<file path="src/hdl/slpc_map.svh">
// Register offsets, field positions, reset values and timing counts
// for the switch learning, pause and transceiver control bank.
// Assumes byte addressing on an 8-bit register address, 16-bit data.
`ifndef SLPC_MAP_SVH
`define SLPC_MAP_SVH

// ----------------------------------------------------------------
// Register offsets
// ----------------------------------------------------------------
`define SLPC_TX_PAUSE_BYPASS_MAP_OFS 8'h3a
`define SLPC_LEARNING_OFF_MASK_OFS 8'h3c
`define SLPC_HOST_LEARNING_SELECT_OFS 8'h3e
`define SLPC_XCVR_SETTLE_STATUS_OFS 8'h40
`define SLPC_TRANSCEIVER_RESET_CTRL_OFS 8'h48

// ----------------------------------------------------------------
// Field layout
// ----------------------------------------------------------------
`define SLPC_PORT_MAP_W 9
`define SLPC_PORT_MAP_MASK 9'h13f
`define SLPC_MGMT_PORT_BIT 8
`define SLPC_XCVR_N 5
`define SLPC_STAT_HELD_LSB 0
`define SLPC_STAT_QUIET_LSB 8

// ----------------------------------------------------------------
// Reset values
// ----------------------------------------------------------------
`define SLPC_TX_PAUSE_BYPASS_RST 9'h000
`define SLPC_LEARNING_OFF_RST 9'h000
`define SLPC_HOST_LEARNING_RST 9'h000
`define SLPC_XCVR_RESET_RST 5'h00

// ----------------------------------------------------------------
// Timing
// ----------------------------------------------------------------
`define SLPC_CLK_PERIOD_NS 10
`define SLPC_XRST_MIN_NS 400
`define SLPC_XRST_MIN_CYC ((`SLPC_XRST_MIN_NS + `SLPC_CLK_PERIOD_NS - 1) / `SLPC_CLK_PERIOD_NS)
`define SLPC_XQUIET_US 100
`define SLPC_XQUIET_CYC ((`SLPC_XQUIET_US * 1000) / `SLPC_CLK_PERIOD_NS)
`define SLPC_CNT_W 16

`endif

</file>
<file path="src/hdl/slpc_pkg.sv">
// Types shared by the learning, pause and transceiver control bank.
// Widths used here are written out; none come from the map header.
`include "slpc_map.svh"

package slpc_pkg;

    // Address lookup request from the forwarding pipeline
    typedef struct packed {
        logic valid;
        logic [3:0] port;
        logic saKnown;
    } slpc_lookup_req_type;

    // Learning decision returned one cycle later
    typedef struct packed {
        logic valid;
        logic [3:0] port;
        logic addEntry;
        logic refreshEntry;
        logic copyToCpu;
    } slpc_lookup_ans_type;

    // Transceiver reset sequencing states
    typedef enum logic [1:0] {
        XRST_IDLE,
        XRST_HOLD,
        XRST_QUIET
    } slpc_xrst_state_type;

endpackage

</file>
<file path="src/hdl/slpc_bank.sv">
// Per-port learning, transmit pause bypass and transceiver reset bank.
// Assumes a same-clock register master and a same-clock lookup
// pipeline; all outputs are registered.
`timescale 1ns/1ns
`default_nettype none
`include "slpc_map.svh"

module slpc_bank
    import slpc_pkg::*;
#(
    parameter int QUIET_CYCLES = `SLPC_XQUIET_CYC
)
(
    // Clock and reset
    input wire logic clk,
    input wire logic rst_n,
    // Register port
    input wire logic [7:0] regAddr,
    input wire logic [15:0] regWdata,
    input wire logic regWrite,
    input wire logic regRead,
    output logic [15:0] regRdata,
    // Address lookup decisions
    input wire slpc_pkg::slpc_lookup_req_type lookupReq,
    output slpc_pkg::slpc_lookup_ans_type lookupAns,
    // Per-port effective controls
    output logic [8:0] txPauseBypass,
    output logic [8:0] hwLearnEnable,
    output logic [8:0] refreshEnable,
    output logic [8:0] unknownSaCopy,
    // Transceiver reset
    output logic [4:0] xcvrReset,
    output logic [4:0] xcvrQuiet
);
    import slpc_pkg::*;

    // ----------------------------------------------------------------
    // Declarations
    // ----------------------------------------------------------------
    localparam logic [8:0] MAP_MASK = `SLPC_PORT_MAP_MASK; // Live map bits

    logic [8:0] pauseMap_reg, pauseMap_next; // Tx pause bypass bits
    logic [8:0] learningOffBits_reg, learningOffBits_next; // Learning off
    logic [8:0] hostLearningBits_reg, hostLearningBits_next; // Host learning
    logic [4:0] xcvrCtrl_reg, xcvrCtrl_next; // Transceiver reset bits
    logic [15:0] rdata_reg, rdata_next; // Read answer

    logic [8:0] hwLearn_reg, hwLearn_next; // Hardware add allowed
    logic [8:0] refresh_reg, refresh_next; // Refresh allowed
    logic [8:0] cpuCopy_reg, cpuCopy_next; // Unknown source copy
    logic [8:0] pauseOut_reg, pauseOut_next; // Pause bypass drive
    slpc_lookup_ans_type ans_reg, ans_next; // Lookup answer

    logic [8:0] hostEffective; // Host learning after override
    logic [4:0] heldNow; // Transceivers in reset
    logic [4:0] quietNow; // Transceivers settling

    // ----------------------------------------------------------------
    // Register writes
    // ----------------------------------------------------------------
    // Bits 15:9 and 7:6 are not stored, so a careless write of the
    // reserved bits can never change behaviour.
    always_comb
    begin
        pauseMap_next = pauseMap_reg;
        learningOffBits_next = learningOffBits_reg;
        hostLearningBits_next = hostLearningBits_reg;
        xcvrCtrl_next = xcvrCtrl_reg;
        if (regWrite)
        begin
            case (regAddr)
                // Pause bypass map
                `SLPC_TX_PAUSE_BYPASS_MAP_OFS:
                    pauseMap_next = regWdata[8:0] & MAP_MASK;
                // Learning off mask
                `SLPC_LEARNING_OFF_MASK_OFS:
                    learningOffBits_next = regWdata[8:0] & MAP_MASK;
                // Host learning select
                `SLPC_HOST_LEARNING_SELECT_OFS:
                    hostLearningBits_next = regWdata[8:0] & MAP_MASK;
                // Transceiver reset bits
                `SLPC_TRANSCEIVER_RESET_CTRL_OFS:
                    xcvrCtrl_next = regWdata[4:0];
                // Unmapped or read-only: ignored
                default:
                begin
                end
            endcase
        end
    end

    // ----------------------------------------------------------------
    // Register reads
    // ----------------------------------------------------------------
    // Answer stands only in the cycle after each read cycle; reserved bits read zero.
    always_comb
    begin
        rdata_next = 16'h0000;
        if (regRead)
        begin
            case (regAddr)
                // Pause bypass map
                `SLPC_TX_PAUSE_BYPASS_MAP_OFS:
                    rdata_next = {7'h00, pauseMap_reg};
                // Learning off mask
                `SLPC_LEARNING_OFF_MASK_OFS:
                    rdata_next = {7'h00, learningOffBits_reg};
                // Host learning select
                `SLPC_HOST_LEARNING_SELECT_OFS:
                    rdata_next = {7'h00, hostLearningBits_reg};
                // Transceiver reset bits
                `SLPC_TRANSCEIVER_RESET_CTRL_OFS:
                    rdata_next = {11'h000, xcvrCtrl_reg};
                // Live sequencer status
                `SLPC_XCVR_SETTLE_STATUS_OFS:
                begin
                    rdata_next[`SLPC_STAT_HELD_LSB +: `SLPC_XCVR_N] = heldNow;
                    rdata_next[`SLPC_STAT_QUIET_LSB +: `SLPC_XCVR_N] = quietNow;
                end
                // Unmapped reads answer zero
                default:
                    rdata_next = 16'h0000;
            endcase
        end
    end

    // ----------------------------------------------------------------
    // Per-port learning policy
    // ----------------------------------------------------------------
    // Learning off wins over host learning, so the host bit is masked
    // before it steers anything.
    assign hostEffective = hostLearningBits_reg & ~learningOffBits_reg;

    always_comb
    begin
        // Pause: set bit bypasses, clear bit keeps normal handling
        pauseOut_next = pauseMap_reg & MAP_MASK;
        // Hardware add only with learning on and host learning off
        hwLearn_next = ~learningOffBits_reg & ~hostEffective & MAP_MASK;
        // Refresh survives host learning, not learning off
        refresh_next = ~learningOffBits_reg & MAP_MASK;
        // Unknown source copy only under effective host learning
        cpuCopy_next = hostEffective & MAP_MASK;
    end

    // ----------------------------------------------------------------
    // Lookup decision
    // ----------------------------------------------------------------
    // One answer per request, one cycle later, using the maps as they
    // stand in the request cycle. Ports 6 and 7 carry no live bits and
    // so fall back to plain hardware behaviour.
    always_comb
    begin
        logic offBit;
        logic hostBit;
        offBit = 1'b0;
        hostBit = 1'b0;
        ans_next = '0;
        if (lookupReq.valid && lookupReq.port <= 4'(`SLPC_MGMT_PORT_BIT))
        begin
            offBit = learningOffBits_reg[lookupReq.port];
            hostBit = hostEffective[lookupReq.port];
        end
        ans_next.valid = lookupReq.valid;
        ans_next.port = lookupReq.port;
        if (lookupReq.valid)
        begin
            if (offBit)
            begin
                // Learning off: no add, no refresh, no copy
                ans_next.addEntry = 1'b0;
                ans_next.refreshEntry = 1'b0;
                ans_next.copyToCpu = 1'b0;
            end
            else if (hostBit)
            begin
                // Software decides adds; known entries still refresh
                ans_next.addEntry = 1'b0;
                ans_next.refreshEntry = lookupReq.saKnown;
                ans_next.copyToCpu = !lookupReq.saKnown;
            end
            else
            begin
                // Plain hardware learning and refresh
                ans_next.addEntry = !lookupReq.saKnown;
                ans_next.refreshEntry = lookupReq.saKnown;
                ans_next.copyToCpu = 1'b0;
            end
        end
    end

    // ----------------------------------------------------------------
    // Registers
    // ----------------------------------------------------------------
    always_ff @(posedge clk or negedge rst_n)
    begin
        if (!rst_n)
        begin
            pauseMap_reg <= `SLPC_TX_PAUSE_BYPASS_RST;
            learningOffBits_reg <= `SLPC_LEARNING_OFF_RST;
            hostLearningBits_reg <= `SLPC_HOST_LEARNING_RST;
            xcvrCtrl_reg <= `SLPC_XCVR_RESET_RST;
            rdata_reg <= 16'h0000;
            hwLearn_reg <= MAP_MASK;
            refresh_reg <= MAP_MASK;
            cpuCopy_reg <= 9'h000;
            pauseOut_reg <= 9'h000;
            ans_reg <= '0;
        end
        else
        begin
            pauseMap_reg <= pauseMap_next;
            learningOffBits_reg <= learningOffBits_next;
            hostLearningBits_reg <= hostLearningBits_next;
            xcvrCtrl_reg <= xcvrCtrl_next;
            rdata_reg <= rdata_next;
            hwLearn_reg <= hwLearn_next;
            refresh_reg <= refresh_next;
            cpuCopy_reg <= cpuCopy_next;
            pauseOut_reg <= pauseOut_next;
            ans_reg <= ans_next;
        end
    end

    // ----------------------------------------------------------------
    // Transceiver reset sequencers
    // ----------------------------------------------------------------
    // A request shorter than the least hold is stretched here rather
    // than trusted to software; after release the quiet flag tells
    // the port logic to keep the transceiver idle.
    generate
        for (genvar i = 0; i < `SLPC_XCVR_N; i++)
        begin : gXcvr
            slpc_xcvr_reset_timer #(
                .QUIET_CYCLES(QUIET_CYCLES)
            ) uTimer (
                .clk(clk),
                .rst_n(rst_n),
                .resetRequest(xcvrCtrl_reg[i]),
                .xcvrReset(heldNow[i]),
                .xcvrQuiet(quietNow[i])
            );
        end
    endgenerate

    // ----------------------------------------------------------------
    // Outputs
    // ----------------------------------------------------------------
    assign regRdata = rdata_reg;
    assign lookupAns = ans_reg;
    assign txPauseBypass = pauseOut_reg;
    assign hwLearnEnable = hwLearn_reg;
    assign refreshEnable = refresh_reg;
    assign unknownSaCopy = cpuCopy_reg;
    assign xcvrReset = heldNow;
    assign xcvrQuiet = quietNow;

endmodule

`default_nettype wire

</file>
<file path="src/hdl/slpc_xcvr_reset_timer.sv">
// One transceiver reset sequencer: stretches a short reset request to
// the least hold time and then flags the quiet interval after it.
// Assumes clk at 100 MHz and a request level from the same clock.
`timescale 1ns/1ns
`default_nettype none
`include "slpc_map.svh"

module slpc_xcvr_reset_timer
#(
    parameter int QUIET_CYCLES = `SLPC_XQUIET_CYC
)
(
    // Clock and reset
    input wire logic clk,
    input wire logic rst_n,
    // Request from the control register
    input wire logic resetRequest,
    // Sequenced outputs
    output logic xcvrReset,
    output logic xcvrQuiet
);
    import slpc_pkg::*;

    localparam logic [`SLPC_CNT_W-1:0] MIN_CNT = `SLPC_CNT_W'(`SLPC_XRST_MIN_CYC);
    localparam logic [`SLPC_CNT_W-1:0] QUIET_CNT = `SLPC_CNT_W'(QUIET_CYCLES);

    slpc_xrst_state_type state_reg, state_next; // Sequencer state
    logic [`SLPC_CNT_W-1:0] cnt_reg, cnt_next; // Cycles in this state
    logic rst_reg, rst_next; // Reset drive
    logic quiet_reg, quiet_next; // Quiet flag

    // ----------------------------------------------------------------
    // Next state
    // ----------------------------------------------------------------
    always_comb
    begin
        state_next = state_reg;
        cnt_next = cnt_reg;
        case (state_reg)
            XRST_IDLE:
            begin
                // Any set request starts a hold
                if (resetRequest)
                begin
                    state_next = XRST_HOLD;
                    cnt_next = `SLPC_CNT_W'(1);
                end
            end
            XRST_HOLD:
            begin
                // Saturate so a long request cannot wrap
                if (cnt_reg < MIN_CNT)
                    cnt_next = cnt_reg + `SLPC_CNT_W'(1);
                // Release only once the least time has passed
                if (!resetRequest && cnt_reg >= MIN_CNT)
                begin
                    state_next = XRST_QUIET;
                    cnt_next = `SLPC_CNT_W'(1);
                end
            end
            XRST_QUIET:
            begin
                if (resetRequest)
                begin
                    // Re-arm restarts the whole sequence
                    state_next = XRST_HOLD;
                    cnt_next = `SLPC_CNT_W'(1);
                end
                else if (cnt_reg >= QUIET_CNT)
                begin
                    state_next = XRST_IDLE;
                    cnt_next = '0;
                end
                else
                    cnt_next = cnt_reg + `SLPC_CNT_W'(1);
            end
            default:
            begin
                state_next = XRST_IDLE;
                cnt_next = '0;
            end
        endcase
        rst_next = (state_next == XRST_HOLD);
        quiet_next = (state_next == XRST_QUIET);
    end

    // ----------------------------------------------------------------
    // Registers
    // ----------------------------------------------------------------
    always_ff @(posedge clk or negedge rst_n)
    begin
        if (!rst_n)
        begin
            state_reg <= XRST_IDLE;
            cnt_reg <= '0;
            rst_reg <= 1'b0;
            quiet_reg <= 1'b0;
        end
        else
        begin
            state_reg <= state_next;
            cnt_reg <= cnt_next;
            rst_reg <= rst_next;
            quiet_reg <= quiet_next;
        end
    end

    assign xcvrReset = rst_reg;
    assign xcvrQuiet = quiet_reg;

endmodule

`default_nettype wire

</file>
<file path="config.mk">
export PLATFORM = sky130hd
export DESIGN_NAME = slpc_bank
export DESIGN_NICKNAME = d
export VERILOG_FILES = /design/src/hdl/slpc_pkg.sv /design/src/hdl/slpc_bank.sv /design/src/hdl/slpc_xcvr_reset_timer.sv
export VERILOG_INCLUDE_DIRS = /design/src /design/src/hdl
export SDC_FILE = /design/constraint.sdc
export NUM_CORES = 1
export LEC_CHECK = 0
export BUFFER_PORTS_ARGS = -buffer_cell sky130_fd_sc_hd__buf_2
export CAP_MARGIN = 15
export CORE_MARGIN = 4
export CORE_UTILIZATION = 60
export CTS_BUF_LIST = sky130_fd_sc_hd__clkbuf_4
export CTS_CLUSTER_DIAMETER = 50
export DETAILED_ROUTE_END_ITERATION = 12
export HOLD_SLACK_MARGIN = 0.05
export PLACE_DENSITY = 0.82
export SYNTH_ARGS = -nofsm -noshare
export SYNTH_HDL_FRONTEND = slang
export SYNTH_HIERARCHICAL = 1
export SYNTH_SLANG_ARGS = --single-unit
</file>
<file path="constraint.sdc">
create_clock -name clk -period 5.15 [get_ports clk]
set_clock_uncertainty 0.15 [all_clocks]
set_input_delay 0.2575 -clock clk [delete_from_list [all_inputs] [get_ports clk]]
set_output_delay 0.2575 -clock clk [all_outputs]
set_load 0.01 [all_outputs]
</file>
==> run summary, run 1 <==
run status = finished clean
non-filler cells, final = 1154
Power Internal = 2.03 mW
asr flop ratio synth = 100%
Worst-Margin Slew = 949 ps
CP max stage delay = 610 ps
max-cap viol count = 0
cell seen most often among critical-path stages = dlygate4sd3_1
worst-path cell chain = dlygate4sd3_1, buf_2, nand4b_2, dlygate4sd3_1, or2_2, nor3_4, mux2_2
ranking of synthesized cells by area = dfrtp_1, dfstp_2, mux2_2
fmax = 389 MHz
CTS tree = built
Most used DFF post-synth = dfrtp_1
Synth Area per Inst = 10.4 µm²
cell with the most instances after synthesis = dfrtp_1
min cycle time layout = 2570 ps
YS warnings = 6
initial antenna violation count = 1
Crit path arrival time = 2890 ps
RSZ-0062 raised after global routing = false
DRC = 0
Setup CP Type = input pin to register
Distinct cells, synth = 72
post-synthesis sequential area ratio = 48.8%
# rows = 44
Initial Util = 61.2%
DP HPWL = 13900 µm
crit path max fanout = 7
CTS sink cnt = 173
Total GRT Usage = 24.7%
fraction of layout cells with a size suffix above 1 = 19.2%
sw frac = 34.0%
CP max-delay cell = dlygate4sd3_1
share of power burned in registers = 53.4%
die height = 130 µm
first-pass GRT wire length = 33500 µm
Reg clk slew, reported paths = 130 ps
sw power = 1.05 mW
Worst setup EP type = register
clock latency on the worst-skew pair = 580 ps
mapped cell area = 8900 µm²
core area = 14500 µm²
area leader, netlist = dfrtp_1
worst min-delay path category = input pin to register
DR pass1 iterations = 6
Die W = 130 µm
Port Buffers = 81
Synth top cells by count = dfrtp_1, nor2_1, a21oi_1, nand2_1, inv_1
hold_buf cts = 24
Setup TNS = 0 ps
Via Count = 7116
Leakage = 4.48 nW
Final Hold Fails = 0
Comb power frac = 24.0%
Nets = 1000
RD Place Congestion = 0.874
initial DRC count = 479
Area Overhead vs Synth = 10.8%
Die ar. = 16800 µm²
Cells after DPL = 1097
Slew headroom = 36.1%
vias in the first global route = 6817
Routed Wire Length = 20000 µm
routed length per instance = 17.3 µm
Post-Syn Instances = 853
Post-CTS Repair Setup Buffers = 0
Setup violations, final = 0
power density cells = 312 nW/µm²
CP startpoint kind = input pin
grt total ovfl = 0
Final ANT Viol Nets = 0
# IOs = 104
Clk pwr share = 22.6%
Synth top area share = 44.7%
Hold Path Cell Cnt = 5
Slew Viols, Final = 0
Register-to-Register Path Depth = 4
cts bufs inserted = 17
Crit path required time = 5470 ps
largest net degree at the start of global routing = 86
vias per std cell = 6.17
# H-tree levels = 4
VDD IR max = 0.163 mV
EDFF count, synth = 0
Yosys reg bits = 173
clk buf depth = 2
period utilization = 49.9%
CTS resizes = 0
CTS Root Cell = clkbuf_4
max reg flops = 80
==> placed cells by master, fill, tap and decap left out, drive strengths merged, types with 7 or more instances in the layout <==
master,instances
and3,18
nand2,49
nor3,12
a211oi,8
mux2,28
nor2,84
nor2b,15
clkinv,7
conb,13
or4,18
dfstp,14
a41oi,13
o21ai,50
nand4,24
xnor2,25
a31oi,9
nor4,15
a21oi,49
a22oi,9
nand3,27
mux2i,12
and4,11
buf,87
clkbuf,22
dfrtp,159
inv,37
o31ai,13
ha,10
dlygate4sd3,24
nor3b,13
or3,11
==> final cells by class <==
type | instances | area (µm²)
Clock inverter | 10 | 75.1
Tap cell | 184 | 230
Fill cell | 1112 | 4670
Sequential cell | 173 | 4350
Clock buffer | 22 | 165
Antenna cell | 1 | 2.50
Timing Repair Buffer | 111 | 697
Multi-Input combinational cell | 616 | 4210
Inverter | 37 | 139
==> power groups by stage <==
stage	Combinational [mW]	Clock (mW)	Sequential [mW]
after global placement	0.699	0	1.66
final	0.738	0.694	1.64
after global routing	0.825	0.764	1.67
after floorplan	0.539	0	1.63
after CTS	0.736	0.714	1.64
after detailed placement	0.720	0	1.66
==> cell families after synthesis <==
group | count (synthesis) | synth area share, %
buffers and inverters | 76 | 4.37
flip-flops | 173 | 48.8
XOR/XNOR | 27 | 2.66
AND/OR/NAND/NOR | 332 | 23.1
multiplexers | 41 | 5.15
AO/OA/AOI/OAI | 193 | 14.4
adder cells (fa/ha/maj) | 10 | 1.41
other | 1 | 0.0421
==> final timing paths <==
check	slack (ps)	endpoint	start
worst min-delay path	100	regRdata[3]$_DFF_PN0_	regAddr[7]
worst min register to register	260	txPauseBypass[3]$_DFF_PN0_	pauseMap_reg[3]$_DFFE_PN0P_
worst max register to register	2720	lookupAns[2]$_DFF_PN0_	learningOffBits_reg[3]$_DFFE_PN0P_
max in group asynchronous	3690	learningOffBits_reg[2]$_DFFE_PN0P_	rst_n
worst max-delay path	2580	learningOffBits_reg[2]$_DFFE_PN0P_	regAddr[6]
min in group asynchronous	110	learningOffBits_reg[4]$_DFFE_PN0P_	rst_n
==> critical path, delay by kind of cell <==
family / cells / cell delay (ps)
buf+inv: 3 / 1280
mux: 1 / 380
simple gates: 3 / 960
==> per-layer routing <==
metal  routed length, µm  track usage [%]  up-vias
li1                    -                -     3340
met1                8590             32.6     3502
met2                9910             41.4      237
met3                1040             3.89       37
met4                 421             9.47        0
met5                   0                0        -
==> stage by stage <==
| stage | power (mW) | utilization [%] | hold WS (ps) | setup WS (ps) | cell area (µm²) |
|---|---|---|---|---|---|
| 5_1_grt | 3.26 | 67.9 | 116 | 2550 | 9860 |
| 6_report | 3.07 | 67.9 | 101 | 2580 | 9860 |
| 4_1_cts | 3.09 | 67.8 | 60.9 | 2650 | 9860 |
| 3_5_place_dp | 2.38 | 64.5 | 202 | 2740 | 9380 |
| 3_3_place_gp | 2.36 | 64.5 | 200 | 2810 | 9370 |
| 2_1_floorplan | 2.17 | - | -188 | 2860 | 8940 |
Power figures use the tool's default switching activity.
==> run 2: changes to the inputs <==
==> constraint.sdc (replaced) <==
create_clock -name clk -period 2.5 [get_ports clk]
set_clock_uncertainty 0.15 [all_clocks]
set_input_delay 0.125 -clock clk [delete_from_list [all_inputs] [get_ports clk]]
set_output_delay 0.125 -clock clk [all_outputs]
set_load 0.01 [all_outputs]
==> run 2 against run 1 <==
The flow now finishes with violations (design-rule violations). First-iteration DRC count is 11% higher. Core utilization increased by 2.0 points. Critical path depth did not move. Flip-flop and latch count stayed put. Die area unchanged. Hold slack got worse by 3.8 ps. Total power rose by 110%. Global-route usage hardly changed. Cell area up 2.9%. Register-to-register slack worse by 2600 ps. Sequential power up 110%. Combinational power grew 120%.
==> run summary, run 2 (same netlist as run 1, synthesis figures left out) <==
grt total ovfl = 0
Die ar. = 16800 µm²
vias in the first global route = 6761
routed length per instance = 17.4 µm
Util after Layout = 69.8%
# IOs = 104
CP max-delay cell = dlygate4sd3_1
CP Launch Point = regAddr[7]
Routed Wire Length = 20500 µm
Crit path arrival time = 2760 ps
Port Buffers = 81
initial DRC count = 533
Worst-Margin Slew = 626 ps
Power Internal = 4.21 mW
Hold Startpoint = lookupReq[4]
Area Overhead vs Synth = 14.0%
worst-path cell chain = dlygate4sd3_1, buf_2, or2_1, or2_2, nor3_4, dlygate4sd3_1, mux2_2
sw frac = 34.6%
violated checks = design-rule violations
Leakage = 4.62 nW
max reg flops = 80
fmax = 410 MHz
CTS tree = built
Crit path required time = 2820 ps
initial antenna violation count = 1
vias per std cell = 6.14
Die W = 130 µm
Setup CP Type = input pin to register
period utilization = 97.6%
Total GRT Usage = 24.7%
GR peak layer = met2
Worst setup EP type = register
Slew Viols, Final = 0
Nets = 1027
die height = 130 µm
min cycle time layout = 2440 ps
CTS Root Cell = clkbuf_4
Setup violations, final = 0
share of power burned in registers = 52.9%
Setup TNS = 0 ps
worst setup margin = 59.2 ps
Slew headroom = 57.8%
Pwr Total = 6.43 mW
# rows = 44
CP max stage delay = 780 ps
commonest non-fill, non-tap cells in the layout = dfrtp_1, nor2_1, buf_2, a21oi_1, nand2_1
GR Layer Usage met1 = 34.4%
clk buf depth = 2
first-pass GRT wire length = 33500 µm
non-filler cells, final = 1180
CTS sink cnt = 173
largest net degree at the start of global routing = 58
Comb power frac = 25.2%
register area = 4350 µm²
DP HPWL = 14100 µm
CP startpoint kind = input pin
max-cap viol count = 0
Cells after DPL = 1109
power density cells = 634 nW/µm²
r2r startpoint = gXcvr[4].uTimer/cnt_reg[4]$_DFFE_PN0P_
Final Hold Fails = 0
grt met3 use = 3.97%
core area = 14500 µm²
fraction of layout cells with a size suffix above 1 = 20.8%
Final ANT Viol Nets = 0
DP Worst Slack = 162 ps
cell seen most often among critical-path stages = dlygate4sd3_1
sw power = 2.22 mW
Via Count = 7249
Clk pwr share = 21.9%
worst min-delay path category = input pin to register
cts bufs inserted = 17
DRC = 1
Multi-input gate area = 4240 µm²
crit path max fanout = 7
DR pass1 iterations = 9
RD Place Congestion = 0.893
met2 usage = 40.0%
RSZ-0062 raised after global routing = false
run status = complete, but fails checks
# H-tree levels = 4
delay-heaviest family, CP = buffers and inverters
VDD IR max = 0.311 mV
Reg clk slew, reported paths = 130 ps
Layout fillers = 1062
Initial Util = 61.2%
crit path buf inv count = 3
commonest non-fill, non-tap cell in the layout = dfrtp_1
clock latency on the worst-skew pair = 580 ps
==> run 2: timing repair <==
| item | in CTS | in global routing |
|---|---|---|
| gates resized for setup | 0 | 6 |
| hold buffers | 35 | 0 |
| endpoints found under the setup margin | 0 | 10 |
| hold endpoints to repair | 211 | 0 |
| buffers inserted | 0 | 4 |
==> run 2: path summary, 6_finish.rpt <==
check,endpoint,slack [ps],depth (start not counted)
worst max-delay path,learningOffBits_reg[8]$_DFFE_PN0P_,60,7
worst min-delay path,lookupAns[6]$_DFF_PN0_,100,2
worst max register to register,gXcvr[4].uTimer/cnt_reg[6]$_DFFE_PN0P_,140,6
worst min register to register,txPauseBypass[1]$_DFF_PN0_,260,0
max in group asynchronous,hwLearnEnable[2]$_DFF_PN1_,1230,4
min in group asynchronous,hwLearnEnable[4]$_DFF_PN1_,520,3
==> run 2: final cells by class <==
cell class                 instances  area share (%)
antenna                            1          0.0247
multi-input combinational        616            41.8
sequential                       173            42.8
inverter                          37            1.37
clock inverter                    13            1.01
clock buffer                      18            1.33
tap                              184            2.27
timing repair buffer             138            9.41
==> run 2: metrics by stage <==
stage,cell area (µm²),hold slack [ps]
2_1_floorplan,8940,-321
3_5_place_dp,9480,-44.3
6_report,10100,97.3
4_1_cts,10100,54.4
3_3_place_gp,9460,-47.5
5_1_grt,10100,89.2
==> run 2: worst reg2reg max path: cells and delay by family, from the launching register on <==
family	cells	cell delay [ps]
compound gates	1	190
flops	1	460
simple gates	5	1490
==> run 2: power groups by stage <==
stage | sequential (mW) | clock, mW | combinational, mW
after detailed placement | 3.44 | 0 | 1.56
after global routing | 3.46 | 1.54 | 1.81
after floorplan | 3.37 | 0 | 1.11
after CTS | 3.39 | 1.45 | 1.60
after global placement | 3.43 | 0 | 1.51
final | 3.40 | 1.41 | 1.62
==> run 2: metal layers <==
layer | share of wire, % | vias to the layer above
met5 | 0 | -
met1 | 44 | 3551
met3 | 6.3 | 34
met4 | 1.8 | 0
li1 | - | 3404
met2 | 48 | 260
